## src/rtl/mfx_pkg.sv

```systemverilog
// constants and types shared by the memory field extension block
package mfx_pkg;

   // ****************************************************************
   // widths
   // ****************************************************************
   localparam int FW = 3;                 // one memory field number
   localparam int SW = 6;                 // save field width
   localparam int AW = 12;                // working register width

   // ****************************************************************
   // processor memory cycle phases, one-hot
   // ****************************************************************
   typedef enum logic [2:0] {
      MFX_PH_FETCH = 3'b001,
      MFX_PH_DEFER = 3'b010,
      MFX_PH_EXEC  = 3'b100
   } mfx_phase_e;

   // ****************************************************************
   // i/o instruction codes (octal digits in the comments)
   // ****************************************************************
   localparam logic [5:0]  IOT_GRP  = 6'h32;      // 62xx
   localparam logic [2:0]  SUB_CDF  = 3'h1;       // 62n1
   localparam logic [2:0]  SUB_CIF  = 3'h2;       // 62n2
   localparam logic [2:0]  SUB_CDIF = 3'h3;       // 62n3
   localparam logic [2:0]  SUB_MISC = 3'h4;       // 62n4
   localparam logic [2:0]  N_RDF    = 3'h1;       // 6214
   localparam logic [2:0]  N_RIF    = 3'h2;       // 6224
   localparam logic [2:0]  N_RSF    = 3'h3;       // 6234
   localparam logic [2:0]  N_RMF    = 3'h4;       // 6244
   localparam logic [2:0]  N_LIF    = 3'h5;       // 6254
   localparam logic [11:0] GTF_CODE = 12'hc04;    // 6004
   localparam logic [11:0] RTF_CODE = 12'hc05;    // 6005

   // ****************************************************************
   // register map and fields
   // ****************************************************************
   localparam logic [11:0] CTRL_OFF  = 12'h000;
   localparam logic [11:0] STAT_OFF  = 12'h004;
   localparam logic [31:0] CTRL_RST  = 32'h0000_0001;
   localparam int          CTRL_MAP  = 0;         // map enable bit
   localparam int          ST_IF_LSB = 0;
   localparam int          ST_DF_LSB = 3;
   localparam int          ST_IB_LSB = 6;
   localparam int          ST_SF_LSB = 9;
   localparam int          ST_INH    = 15;        // inhibit flip-flop
   localparam int          ST_BLOCK  = 16;        // interrupt blocked

endpackage

```

## src/rtl/mfx_ext_addr.sv

```systemverilog
// extended address select and output register
`timescale 1ns/1ns
module mfx_ext_addr #(
   parameter int FIELD_W = 3
) (
   input  wire logic               pclk,        // system clock
   input  wire logic               presetn,     // async reset, low
   input  wire logic               cyc_start,   // memory cycle begins
   input  wire logic [2:0]         cyc_phase,   // one-hot phase
   input  wire logic               cyc_mri,     // and/tad/isz/dca
   input  wire logic               map_en,      // mapping enabled
   input  wire logic [FIELD_W-1:0] instr_field, // active code field
   input  wire logic [FIELD_W-1:0] data_field,  // active data field
   output logic      [FIELD_W-1:0] ext_addr,    // extended address
   output logic                    after_defer  // last cycle indirect
);

   // data field only for an operand fetched through a pointer
   wire is_exec  = cyc_phase == mfx_pkg::MFX_PH_EXEC;
   wire is_defer = cyc_phase == mfx_pkg::MFX_PH_DEFER;
   wire use_df   = is_exec && cyc_mri && after_defer;
   wire [FIELD_W-1:0] next_ext_addr =
      !map_en ? '0 : use_df ? data_field : instr_field;

   // address held for the whole memory cycle
   always_ff @(posedge pclk or negedge presetn) begin
      if (!presetn) begin
         ext_addr    <= '0;
         after_defer <= 1'b0;
      end else if (cyc_start) begin
         ext_addr    <= next_ext_addr;
         after_defer <= is_defer;
      end
   end

endmodule // mfx_ext_addr

```

## src/rtl/mfx_field_ext.sv

```systemverilog
// memory field extension: field registers, commands and register port
//
// Behaviour
// - fetches and direct operands use the instruction field
// - indirect pointer words for the four operand ops come from code field
// - data field only in execute right after an indirect phase
// - auto-index read, increment, rewrite stay in the code field
// - change code field loads only the buffer; jumps copy it over
// - jumps never touch the data field
// - code field extends the 12-bit program counter at its top
// - after change code field, interrupts wait for the next jump
// - program counter wrap never increments the code field
// - interrupt entry saves fields, then clears code and data fields
// - saved counter write and first service fetch go to field zero
// - restore loads buffer and data field from the save field
// - interrupt saves the buffer, not the active code field
// - interrupts held off while buffer and code field differ
// - panel mode suppresses buffer transfer on jumps
// - load code field works even in panel mode
// - flag and save reads return save field; only one reads code field
// - read data field ORs it into bits 3 to 5
// - restore: buffer gets save bits 3-5, data field bits 0-2
// - load code field copies buffer and clears inhibit at once
// - change data field takes the N digit as field number
//
// The address map and the APB interface to the registers are this design's own decisions.
`timescale 1ns/1ns
module mfx_field_ext #(
   parameter int FIELD_W = 3,
   parameter int ACC_W   = 12
) (
   input  wire logic               pclk,        // system clock
   input  wire logic               presetn,     // async reset, low
   input  wire logic               psel,        // apb select
   input  wire logic               penable,     // apb access phase
   input  wire logic               pwrite,      // apb write
   input  wire logic [11:0]        paddr,       // apb byte address
   input  wire logic [31:0]        pwdata,      // apb write data
   output logic      [31:0]        prdata,      // apb read data
   output logic                    pready,      // apb ready
   output logic                    pslverr,     // apb error
   input  wire logic               cyc_start,   // memory cycle begins
   input  wire logic [2:0]         cyc_phase,   // one-hot phase
   input  wire logic               cyc_mri,     // and/tad/isz/dca
   input  wire logic               iot_stb,     // i/o instruction pulse
   input  wire logic [ACC_W-1:0]   iot_code,    // instruction word
   input  wire logic [ACC_W-1:0]   acc_in,      // working register in
   output logic      [ACC_W-1:0]   acc_out,     // working register out
   output logic                    acc_load,    // acc_out valid pulse
   input  wire logic               jump_exec,   // jump/jump_subroutine
   input  wire logic               panel_mode,  // panel memory running
   input  wire logic               int_ack,     // interrupt entered
   output logic                    int_inhibit, // interrupts blocked
   output logic      [FIELD_W-1:0] ext_addr     // extended address lines
);

   // ****************************************************************
   // elaboration checks
   // ****************************************************************
   if (FIELD_W != mfx_pkg::FW || ACC_W != mfx_pkg::AW) begin : g_chk
      $error("field and working register widths are fixed");
   end

   // ****************************************************************
   // field state
   // ****************************************************************
   logic [FIELD_W-1:0]   instr_field;
   logic [FIELD_W-1:0]   instruction_field_buffer;
   logic [FIELD_W-1:0]   data_field;
   logic [2*FIELD_W-1:0] save_field;
   logic                 inhibit;
   logic [31:0]          ctrl;
   logic                 after_defer;

   // read result OR-ed into the working register
   function automatic logic [ACC_W-1:0] or_mid(
      input logic [FIELD_W-1:0] f
   );
      or_mid = {{(ACC_W-2*FIELD_W){1'b0}}, f, {FIELD_W{1'b0}}};
   endfunction

   // ****************************************************************
   // command decode
   // ****************************************************************
   wire [FIELD_W-1:0] n_dig = iot_code[5:3];
   wire [2:0]         sub   = iot_code[2:0];
   wire grp     = iot_stb && iot_code[11:6] == mfx_pkg::IOT_GRP;
   wire cmd_cdf = grp && (sub == mfx_pkg::SUB_CDF ||
                          sub == mfx_pkg::SUB_CDIF);
   wire cmd_cif = grp && (sub == mfx_pkg::SUB_CIF ||
                          sub == mfx_pkg::SUB_CDIF);
   wire misc    = grp && sub == mfx_pkg::SUB_MISC;
   wire cmd_rdf = misc && n_dig == mfx_pkg::N_RDF;
   wire cmd_rif = misc && n_dig == mfx_pkg::N_RIF;
   wire cmd_rsf = misc && n_dig == mfx_pkg::N_RSF;
   wire cmd_rmf = misc && n_dig == mfx_pkg::N_RMF;
   wire cmd_lif = misc && n_dig == mfx_pkg::N_LIF;
   wire cmd_gtf = iot_stb && iot_code == mfx_pkg::GTF_CODE;
   wire cmd_rtf = iot_stb && iot_code == mfx_pkg::RTF_CODE;
   wire cmd_rd  = cmd_rdf || cmd_rif || cmd_rsf || cmd_gtf;
   wire map_en  = ctrl[mfx_pkg::CTRL_MAP];

   // ****************************************************************
   // next field values
   // ****************************************************************
   // panel suppresses jump copy
   wire do_xfer = cmd_lif || (jump_exec && !panel_mode);

   wire [FIELD_W-1:0] next_data_field =
      int_ack ? '0 :
      cmd_cdf ? n_dig :
      cmd_rmf ? save_field[FIELD_W-1:0] :
      cmd_rtf ? acc_in[FIELD_W-1:0] : data_field;

   wire [FIELD_W-1:0] next_buffer =
      int_ack ? '0 :
      cmd_cif ? n_dig :
      cmd_rmf ? save_field[2*FIELD_W-1:FIELD_W] :
      cmd_rtf ? acc_in[2*FIELD_W-1:FIELD_W] : instruction_field_buffer;

   wire [FIELD_W-1:0] next_instr_field =
      int_ack ? '0 : do_xfer ? instruction_field_buffer : instr_field;

   wire [2*FIELD_W-1:0] next_save_field =
      int_ack ? {instruction_field_buffer, data_field} : save_field;

   wire next_inhibit =
      (cmd_cif || cmd_rmf || cmd_rtf) ? 1'b1 :
      do_xfer ? 1'b0 : inhibit;

   assign int_inhibit = inhibit ||
                        (instruction_field_buffer != instr_field);

   // only this path reads code field
   // field reads OR into bits 3 to 5; save field reads into bits 0 to 5
   wire [ACC_W-1:0] rd_or =
      cmd_rdf ? or_mid(data_field) :
      cmd_rif ? or_mid(instr_field) :
      (cmd_rsf || cmd_gtf) ?
         {{(ACC_W-2*FIELD_W){1'b0}}, save_field} : '0;

   // ****************************************************************
   // field registers
   // ****************************************************************
   // all field state moves together so decode stays one cycle
   always_ff @(posedge pclk or negedge presetn) begin
      if (!presetn) begin
         instr_field              <= '0;
         instruction_field_buffer <= '0;
         data_field               <= '0;
         save_field               <= '0;
         inhibit                  <= 1'b0;
      end else begin
         instr_field              <= next_instr_field;
         instruction_field_buffer <= next_buffer;
         data_field               <= next_data_field;
         save_field               <= next_save_field;
         inhibit                  <= next_inhibit;
      end
   end

   // working register answer, one cycle after the command
   always_ff @(posedge pclk or negedge presetn) begin
      if (!presetn) begin
         acc_out  <= '0;
         acc_load <= 1'b0;
      end else begin
         acc_out  <= cmd_rd ? (acc_in | rd_or) : acc_out;
         acc_load <= cmd_rd;
      end
   end

   // ****************************************************************
   // extended address
   // ****************************************************************
   // field chosen per cycle
   mfx_ext_addr #(
      .FIELD_W (FIELD_W)
   ) u_ext (
      .pclk        (pclk),
      .presetn     (presetn),
      .cyc_start   (cyc_start),
      .cyc_phase   (cyc_phase),
      .cyc_mri     (cyc_mri),
      .map_en      (map_en),
      .instr_field (instr_field),
      .data_field  (data_field),
      .ext_addr    (ext_addr),
      .after_defer (after_defer)
   );

   // ****************************************************************
   // apb slave
   // ****************************************************************
   // zero wait states; read data latched in the setup cycle
   wire setup  = psel && !penable;
   wire access = psel && penable;
   wire hit_c  = paddr == mfx_pkg::CTRL_OFF;
   wire hit_s  = paddr == mfx_pkg::STAT_OFF;
   wire [31:0] stat_word =
      (32'(instr_field) << mfx_pkg::ST_IF_LSB) |
      (32'(data_field) << mfx_pkg::ST_DF_LSB) |
      (32'(instruction_field_buffer) << mfx_pkg::ST_IB_LSB) |
      (32'(save_field) << mfx_pkg::ST_SF_LSB) |
      (32'(inhibit) << mfx_pkg::ST_INH) |
      (32'(int_inhibit) << mfx_pkg::ST_BLOCK);
   wire [31:0] next_prdata =
      hit_c ? ctrl : hit_s ? stat_word : 32'h0000_0000;

   assign pready  = 1'b1;
   // unmapped addresses answer with an error
   assign pslverr = access && !(hit_c || hit_s);

   // control written only at the access edge; status is read only
   always_ff @(posedge pclk or negedge presetn) begin
      if (!presetn) begin
         ctrl   <= mfx_pkg::CTRL_RST;
         prdata <= '0;
      end else begin
         if (access && pwrite && hit_c)
            ctrl <= pwdata & mfx_pkg::CTRL_RST;
         if (setup)
            prdata <= next_prdata;
      end
   end
endmodule // mfx_field_ext

```

## config.mk

```make
export PLATFORM = sky130hd
export DESIGN_NAME = mfx_field_ext
export DESIGN_NICKNAME = d
export VERILOG_FILES = /design/src/rtl/mfx_pkg.sv /design/src/rtl/mfx_ext_addr.sv /design/src/rtl/mfx_field_ext.sv
export SDC_FILE = /design/constraint.sdc
export NUM_CORES = 1
export LEC_CHECK = 0
export BUFFER_PORTS_ARGS = -buffer_cell sky130_fd_sc_hd__buf_2
export CORE_AREA = 10 10 148 82
export CTS_CLUSTER_DIAMETER = 200
export CTS_CLUSTER_SIZE = 28
export DETAILED_ROUTE_END_ITERATION = 8
export DIE_AREA = 0 0 158 92
export GPL_TIMING_DRIVEN = 0
export PLACE_DENSITY_LB_ADDON = 0.2
export SKIP_LAST_GASP = 1
export SLEW_MARGIN = 15
export SYNTH_ARGS = -nofsm -noshare
export SYNTH_HDL_FRONTEND = slang
export SYNTH_HIERARCHICAL = 1
export SYNTH_SLANG_ARGS = --single-unit
```

## constraint.sdc

```tcl
create_clock -name pclk -period 2 [get_ports pclk]
set_input_delay 0.2 -clock pclk [delete_from_list [all_inputs] [get_ports pclk]]
set_output_delay 0.2 -clock pclk [all_outputs]
set_load 0.03 [all_outputs]
```

After elaboration in Yosys (flattened, before gate mapping):

Index checks and enable logic that the tools add are counted.

* flip-flop bits (word level): 66
* bits of input ports: 82
* word-level logic and storage cells: 90

* equal/unequal tests: 16
* multiplexer cells: 19
* bitwise operators: 6
* reductions and logical operators: 38

Operator list (count)
* $mux 3: 12
* $mux 17: 2
* $eq 12x12->1 const B: 2
* $logic_and 1x1->1: 19
* $mux 6: 3
* $or 16x17->17: 1
* $or 15x16->16: 1
* $eq 3x2->1 const B: 5
* $or 9x15->15: 1
* $eq 12x3->1 const B: 1
* $eq 3x3->1 const B: 4
* $logic_not 12->1: 1
* $or 12x6->12: 1
* $logic_or 1x1->1: 11
* $or 6x9->9: 1
* $reduce_bool 4->1: 2
* $eq 3x1->1 const B: 2
* $eq 6x6->1 const B: 1
* $or 3x6->6: 1
* $reduce_bool 2->1: 2
* $logic_not 1->1: 3
* $ne 3x3->1: 1
* $mux 1: 2

Depth between registers and ports, before layout:

Gate-level depths: netlist (run 1).

* depth in word-level cells: 9
* gate-level depth with buffers: 6
* depth with buffers taken out: 4

Cells and area by module:

The synthesis (run 1) kept the hierarchy.

Modules (own cells, without submodules)
* mfx_field_ext: times used 1, cells each 238, area an instance 2548.7 um2, sequential area each 1177.4 um2
* mfx_ext_addr: times used 1, cells each 23, area an instance 230.2 um2, sequential area each 100.1 um2

Worst setup path after synthesis (run 1):

No wires, ideal clock.

* path type: in2reg
* start point: in iot_code[4]
* end point: reg acc_out[10]
* setup time: 0.125 ns
* arrival time: 1.617 ns
* setup slack: 0.258 ns
* stages on the path: 4
* cells stage by stage: clkbuf_1 > o21ai_0 > a2111oi_4 > mux2_2

* cells in the longest elaborated chain, start to end: 5
* elaborated cells between the ends (all ways): 11
* classes of those cells: eq/ne: 4; reduce/logical: 7

RTL lines
* start, declared: RTL line mfx_field_ext.sv:46 `input wire logic [ACC_W-1:0] iot_code,`
* $eq 3x1->1 / $eq 3x2->1 (equally long branches): RTL line mfx_field_ext.sv:93, mfx_field_ext.sv:94
* $logic_and 1x1->1 (on tied branches): RTL line mfx_field_ext.sv:93, mfx_field_ext.sv:94
* $logic_or 1x1->1 (2 in series): RTL line mfx_field_ext.sv:100 `wire cmd_rd = cmd_rdf || cmd_rif || cmd_rsf || cmd_gtf;`
* $logic_or 1x1->1 *: RTL line mfx_field_ext.sv:100
* named net cmd_rd: RTL line mfx_field_ext.sv:100
* end signal, assigned: RTL line mfx_field_ext.sv:168 `acc_out <= cmd_rd ? (acc_in | rd_or) : acc_out;`
* end, declared: RTL line mfx_field_ext.sv:48 `output logic [ACC_W-1:0] acc_out,`

Mark *: on every way through the listed nets, which the timed path passes. The rest lies on a longest branch.
A chain may end at the register's enable or synchronous reset.

Worst setup path after layout (run 1):

* start point: reg instr_field[0]
* end point: out int_inhibit

* cells in the longest elaborated chain, start to end: 2

RTL lines
* start, declared: RTL line mfx_field_ext.sv:67 `logic [FIELD_W-1:0] instr_field;`
* start signal, assigned: RTL line mfx_field_ext.sv:154 `instr_field <= next_instr_field;`
* $ne 3x3->1: RTL line mfx_field_ext.sv:132 `(instruction_field_buffer != instr_field);`
* $logic_or 1x1->1: RTL line mfx_field_ext.sv:131 `assign int_inhibit = inhibit ||`
* end, declared: RTL line mfx_field_ext.sv:53 `output logic int_inhibit,`

No other way between the ends.

==> impl.org, run 1 <==
** Synth
- In the synthesized netlist the dominant register cell turns out to be sky130_fd_sc_hd__dfrtp_1.
- Averaged over all synthesized cells, the footprint is 10.6 µm².
- The synthesized design contains 0 enable-type register cells.
- Commonest cells in the synthesized netlist :: sky130_fd_sc_hd__dfrtp_1, sky130_fd_sc_hd__nand3_1, sky130_fd_sc_hd__a22o_1, sky130_fd_sc_hd__buf_4, sky130_fd_sc_hd__mux2_2
- Leading cell type by number of instances after synthesis :: sky130_fd_sc_hd__dfrtp_1
- Synth Instances :: 261
- Synthesized area :: 2780 µm²
- Fraction of the yosys area taken by sequential cells :: 46.0%
- Fraction of synthesis flops using an asynchronous set or reset pin :: 100%
- After synthesis, the largest area contributor takes up 45.0% of total cell area.
- The biggest area contributor in the post-synthesis netlist is sky130_fd_sc_hd__dfrtp_1.
- Total number of yosys warnings :: 6
- Post-synth cell types :: 54
- By area the synthesized netlist is led by sky130_fd_sc_hd__dfrtp_1, sky130_fd_sc_hd__a22o_1, sky130_fd_sc_hd__mux2_2.
- Flop and latch count out of synthesis :: 51

** Hold path
- Startpoint of the worst hold path :: acc_in[8]
- For hold timing, the worst endpoint is acc_out[8].
- Worst hold path depth :: 2
- Worst Hold Class :: in -> reg

** Finish
- 0 antenna diodes ended up in the layout.
- Seq. cell area :: 1280 µm²
- Multi-input logic area :: 1350 µm²
- Area Overhead vs Synth :: 29.6%
- Total number of nets in the final design :: 449
- Post-layout instance count excluding filler cells :: 494
- Fill count :: 1016
- Cells with a size suffix above 1 make up between 30% and 40% of the layout.

** Placed design
- Count of port buffers added during placement :: 84
- Total placed cells including tap cells :: 485
- Post-DP HPWL :: 7090 µm
- Routability-driven placement finished with a final weighted congestion of 0.815.

** Route
- Post-DR wirelength/cell :: 18.1 µm
- In the routed design, unresolved DRC markers number 0.
- Detailed Route Iter0 Violations :: 99
- For this run, the detailed router's first-pass iteration total came to 4.
- Detailed Route WL :: 8920 µm
- Dividing the detail-routed via count by the number of cells gives 4.85.
- Once detail routing completed, the nets flagged for antenna violations numbered 0.
- Across all layers, the routed design uses 2395 vias.

** Critical path
- The worst register-to-register path ends at prdata[16].
- R2R depth :: 3
- Endpoint class of the critical path :: output port
- Of all nets on the critical path, the largest fanout is 5.
- Setup slack of the most critical reg-to-reg path :: 0.47 ns
- Worst Path Required :: approximately 1.8 ns
- Arrival time of data at the critical path endpoint :: between 1.5 and 2 ns
- The critical path in this run is classified as reg -> out.
- The worst register-to-register path begins at instr_field[0].
- The worst setup path is launched from a flop.
- Launching element of the worst setup path :: instr_field[0]

** STA
- Setup repair after global routing left no endpoint under its margin.
- For the finished layout, the period the worst path requires is between 1.5 and 2 ns.
- The final count of pins violating max slew came to 0.
- FMAX :: 527 MHz
- Setup total negative slack on the finished layout was measured at 0 ns.
- Headroom to the max-slew limit came out at a little under half.
- The hold violation total from the final report came to 0.
- Worst setup skew after layout :: 0.00451 ns
- Setup violations remaining at the end of the flow were counted as 0.
- Final critical-path share of the clock period :: 94.9%
- For the pin with the worst max-slew slack, the measured transition is 0.812 ns.

** Floorplan
- Total die area :: approximately 15000 µm²
- Die height :: 92 µm
- Initial core utilization :: about 29%
- The floorplan has 26 rows.
- Core region area :: around 9700 µm²
- Total I/O pin count :: around 130
- Chip width :: 158 µm

** CTS
- The H-tree was split into 2 levels.
- Clock buffers created by TritonCTS :: 5
- Clk slew on worst S/H paths :: 0.07 ns
- Maximum clock insertion buffer count :: 2
- Buffer cell driving the clock tree root :: sky130_fd_sc_hd__clkbuf_16
- At the later pin of the worst-skew pair, clock insertion delay measures between 0.2 and 0.3 ns.
- Clock tree synthesis found a total of 51 sinks.
- TritonCTS clock tree :: done

** Global route
- The first global-routing pass estimated roughly 14000 µm of wire.
- Vias in the first global route :: 2502
- Global route total overflow :: 0
- Overall routing resource usage :: 12.4%
- Entering global routing, the biggest net connects 52 pins.
- The initial antenna violation count came to 0.

** Power
- Cell internal power was estimated by the tool at 1.73 mW.
- Power share of the combinational group :: 11.9%
- Per report_power, the sequential group accounts for a little under half of the total.
- The analysis attributes to net switching a power of 0.591 mW.
- In this run switching power makes up between 20% and 30% of total power.
- VDD IR max :: 0.300 mV
- Power per unit of standard cell area :: 645 nW/µm²
- Of the total power, the clock network draws 43.0%.
- In this run the static leakage power is between 1.5 and 2 nW.

** Run
- Max Cap Viol :: 0

** Run status
- Status :: finished clean
power by group through the flow:
stage / sequential [mW] / clock, mW / combinational, mW
after floorplan: 1.08 / 0 / 0.149
after global placement: 1.07 / 0 / 0.271
after detailed placement: 1.07 / 0 / 0.275
after CTS: 1.05 / 1.02 / 0.278
after global routing: 1.05 / 1.06 / 0.309
final: 1.05 / 0.999 / 0.278
state kept, by name (all words and copies together) (netlist names), 3 cells and up:
| signal | count |
|---|---|
| acc_out | 12 |
| data_field | 3 |
| instr_field | 3 |
| instruction_field_buffer | 3 |
| prdata | 17 |
| save_field | 6 |
| u_ext/ext_addr | 3 |
critical path: stages, from the launching register on:
cell and delay, ns:
sky130_fd_sc_hd__dfrtp_2 0.47, sky130_fd_sc_hd__xor2_1 0.16, sky130_fd_sc_hd__or4_1 0.56, sky130_fd_sc_hd__buf_2 0.21
worst max path at each step:
stage | end
floorplan | acc_out[10]
CTS | int_inhibit
global placement | acc_out[9]
global route | instruction_field_buffer[2]
detailed placement | acc_out[6]
finish | int_inhibit
per-stage QoR:
step,power (mW),hold slack (ns),cell area [µm²],utilization [%],setup WS (ns)
after floorplan,1.22,-0.0956,2830,-,0.258
after global placement,1.34,0.433,3410,35.1,-0.222
after detailed placement,1.34,0.288,3410,35.1,-0.228
after CTS,2.35,0.127,3590,36.9,0.0476
after global routing,2.42,0.124,3600,37.0,0.0118
final,2.32,0.131,3600,37.0,0.101
kinds of logic after synthesis:
kind of cell | synth area share [%]
and+or+nand+nor | 18.5
AOI/OAI and AO/OA | 19.5
DFF | 46.0
buffers and inverters | 7.79
muxes | 6.71
xor gates and xnor gates | 1.26
other | 0.270
placed cells by master, fill, tap and decap left out, drive strengths merged, types with 4 or more instances in the layout:
| master | count |
|---|---|
| nand2 | 9 |
| dfrtp | 50 |
| inv | 12 |
| buf | 103 |
| conb | 16 |
| a22o | 17 |
| nor2 | 8 |
| a211oi | 8 |
| nor4 | 5 |
| nand3 | 18 |
| mux2 | 13 |
| mux2i | 4 |
| o21ai | 9 |
| clkbuf | 16 |
| nor3b | 4 |
| a31oi | 6 |
| and2 | 4 |
final cells by class:
type | count | area share (%)
well taps | 126 | 4.38
inverters | 12 | 1.25
plain buffers | 29 | 4.76
clock inverters | 2 | 1.04
flip-flops and latches | 51 | 35.5
multi-input cells | 183 | 37.5
clock buffers | 6 | 3.58
repair buffers | 85 | 12.0
metal layers:
| metal | routed length [µm] | part of all wire (%) | global-route usage, % | vias up |
|---|---|---|---|---|
| li1 | - | - | - | 1178 |
| met1 | 4560 | 51 | 18.2 | 1143 |
| met2 | 3620 | 41 | 17.2 | 67 |
| met3 | 694 | 7.8 | 4.15 | 7 |
| met4 | 50 | 0.56 | 2.07 | 0 |
| met5 | 0 | 0 | 0 | - |
timing repair:
item                                    CTS  global route
hold buffers                              1             0
endpoints found under the setup margin    0            15
endpoints found under the hold margin    50             0
buffers inserted                          0             0
resized for setup                         0             3
(Power assumes the default switching activity.)
==> inputs of run 2 (changes only) <==
- CTS_BUF_LIST: not set -> sky130_fd_sc_hd__clkbuf_8
- REMOVE_ABC_BUFFERS: not set -> 1
- SLEW_MARGIN: 15 -> 5
==> run 2 against run 1 <==
Compared with the run above: core utilization fell by 2.7 points; critical path type unchanged; cell count fell by 5.7%; sequential power barely moved; fmax fell by 0.53%; first-iteration DRC count fell by 4.0%; flip-flop and latch count did not move; highest routed layer unchanged; design area fell by 7.3%; worst setup slack got worse by 0.010 ns; non-clock buffer count fell by 28; combinational power fell by 12%.
==> impl.org, run 2 (same netlist as run 1, synthesis figures left out) <==
** Finish
- The number of antenna diodes in the final layout is 0.
- Register name with the most flops :: prdata
- Flip-flop count of the largest register, all copies and words added :: 17
- In the final layout, the registers with the most flip-flops are prdata: 17 flops, acc_out: 12 flops, save_field: 6 flops.
- Post-layout instance count excluding filler cells :: 466
- Highest-count cells in the layout ignoring fill and taps :: sky130_fd_sc_hd__buf_2, sky130_fd_sc_hd__dfrtp_1, sky130_fd_sc_hd__nand3_1
- Total number of nets in the final design :: 421
- Compared with the post-synthesis result, the final layout area differs by 20.2%.
- Layout cells sized above 1 :: 34.1%
- After routing the design area is 3340 µm².
- Leading cell type in the layout, fill and taps excluded :: sky130_fd_sc_hd__buf_2

** STA
- Least setup slack across all paths after layout :: 0.0911 ns
- The final count of pins violating max slew was 0.
- Unrepaired setup endpoints after global routing :: no
- The clock arrives with 0.00810 ns of skew.
- At the pin with the least slew margin, the transition time is 0.843 ns.
- Setup violations remaining at the end of the flow were counted as 0.
- FMAX :: 524 MHz
- Worst rel slew slack :: a little over two fifths
- The hold violation total from the final report was 0.
- Time the worst path needs with I/O delays and setup :: 1.91 ns
- Final critical-path share of the clock period :: 95.4%
- Tightest hold margin :: 0.105 ns

** Route
- Post-DR wirelength/cell :: 18.6 µm
- Detailed Route WL :: 8660 µm
- Summing over every cut layer, the via total after detailed routing is 2350.
- After detailed routing, the wire length on met1 is 4350 µm.
- In the detailed route, the total length drawn on met3 is 545 µm.
- Drt via density :: 5.04
- The routed design uses 3680 µm of met2 wire.
- The highest layer touched by signal routing is met4.
- Before antenna repair, the detailed router went through 4 iterations.
- In the routed design, unresolved DRC markers number 0.
- Detailed Route Iter0 Violations :: 95
- Antenna Nets Post-Route :: 0

** Global route
- After global routing the overflow that remains totals 0.
- Vias in the first global route :: 2531
- Overall routing resource usage :: a little under an eighth
- Initial antenna violation count :: 0
- Entering global routing, the biggest net connects 52 pins.
- The first global-routing pass estimated 13800 µm of wire.

** Power
- Per report_power, the combinational group accounts for 13.0% of the total.
- The analysis attributes to net switching a power of between 0.5 and 0.6 mW.
- Share of power burned in the clock network :: 31.8%
- Power spread over the standard cell area amounts to 568 nW/µm².
- VDD IR max :: 0.242 mV
- Cell internal power was estimated by the tool at 1.35 mW.
- In this run switching power makes up 28.6% of total power.
- In this run, flip-flops and latches consume a little under three fifths of the power.
- The analysis attributes to cell leakage a power of 1.64 nW.

** Placed design
- Detailed placement finished with a half-perimeter wire length of 6610 µm.
- At the end of routability-driven placement, the weighted congestion stood at about 0.83.
- Dpl ws :: -0.142 ns
- Including well taps, the total number of placed cells is 457.
- Count of port buffers added during placement :: 85
- Dpl cell area :: 3240 µm²

** Critical path
- Peak per-stage delay on the critical path :: 0.55 ns
- Startpoint-to-endpoint class of the critical path :: reg -> out
- Counting both buffers and inverters, the worst setup path holds a total of 1.
- Endpoint class of the critical path :: output port
- The largest individual stage delay along the critical path comes from the cell sky130_fd_sc_hd__or4_1.
- Worst Path Max Fanout :: 5
- On the critical path the largest part of the delay comes from simple AND/OR/NAND/NOR gates.
- At the worst endpoint, the arrival time is 1.71 ns.
- Worst-path cell chain :: xor2_1, or4_1, buf_2
- STA classifies the critical path startpoint as a flop.
- STA puts the critical path data required time at 1.80 ns.

** Floorplan
- The die covers 14500 µm².
- Chip width :: between 150 and 200 µm
- Core region area :: 9730 µm²
- For this design the top-level I/O count stands at ~130.
- Die height :: 92 µm
- Row count :: 26
- Once the floorplan was initialized, standard cells occupied 28.6% of the core.

** Run
- Max Cap Viol :: 0

** CTS
- Buffer cell driving the clock tree root :: sky130_fd_sc_hd__clkbuf_8
- Maximum clock insertion buffer count :: 2
- Num Clock Sinks :: 51
- Clk slew on worst S/H paths :: ~0.10 ns
- TritonCTS built the clock tree.
- For the worst-skew pair, the clock arrives at the later sink with an insertion delay of 0.32 ns.
- H-tree lvl count :: 2
- The number of clock buffers added by TritonCTS is 5.

** Hold path
- The path class of the tightest hold or removal check is in -> reg.

** Run status
- The run finished with clean final reports.
-- run 2: cell count changes in the layout (fill, tap and decap cells not counted), moves of 2 or more --
cell,previous run,this run
sky130_fd_sc_hd__clkbuf_16,5,0
sky130_fd_sc_hd__clkbuf_1,11,0
sky130_fd_sc_hd__buf_4,17,1
sky130_fd_sc_hd__inv_1,12,14
sky130_fd_sc_hd__clkbuf_8,0,5
-- run 2: path summary, 6_finish.rpt --
check	startpoint	end	slack [ns]	depth (start not counted)
worst min-delay path	acc_in[8]	acc_out[8]	0.11	2
worst min register to register	prdata[7]	prdata[7]	0.51	1
worst max register to register	instr_field[0]	prdata[16]	0.48	3
max in group asynchronous	presetn	instr_field[0]	1.03	2
worst max-delay path	instr_field[0]	int_inhibit	0.09	3
min in group asynchronous	presetn	acc_out[0]	0.45	2
-- run 2: power by group through the flow --
stage / clock (mW) / combinational (mW) / sequential, mW
3_5_place_dp: 0 / 0.245 / 1.07
5_1_grt: 0.672 / 0.272 / 1.05
2_1_floorplan: 0 / 0.109 / 1.08
3_3_place_gp: 0 / 0.240 / 1.07
6_report: 0.602 / 0.246 / 1.05
4_1_cts: 0.636 / 0.245 / 1.05
-- run 2: layout make-up --
class,count,area (µm²)
Clock buffer,5,68.8
Fill cell,1023,6390
Clock inverter,3,12.5
Sequential cell,51,1280
Inverter,12,45.0
Timing Repair Buffer,86,438
Multi-Input combinational cell,183,1340
Tap cell,126,158
-- run 2: timing repair --
item | 4_1_cts | 5_1_grt
hold buffers | 0 | 1
endpoints found under the hold margin | 0 | 50
setup endpoints to repair | 0 | 1
setup buffers | 0 | 0
resized for setup | 0 | 2
-- run 2: stage by stage --
stage          total power [mW]  util [%]  TNS (ns)
6_report                   1.90      34.3         0
4_1_cts                    1.93      34.2         0
2_1_floorplan              1.18         -         0
5_1_grt                    1.99      34.3         0
3_3_place_gp               1.31      33.3     -1.25
3_5_place_dp               1.31      33.3     -1.47
-- run 2: worst register-to-register path, stage by stage (launching register included) --
cell and delay [ns]:
sky130_fd_sc_hd__dfrtp_2 0.48, sky130_fd_sc_hd__xor2_1 0.16, sky130_fd_sc_hd__or4_1 0.55, sky130_fd_sc_hd__a22o_1 0.22
-- run 2: metal layers --
metal / track usage (%) / up-vias
li1: - / 1121
met1: 16.8 / 1148
met2: 17.4 / 69
met3: 3.64 / 12
met4: 2.61 / 0
met5: 0 / -
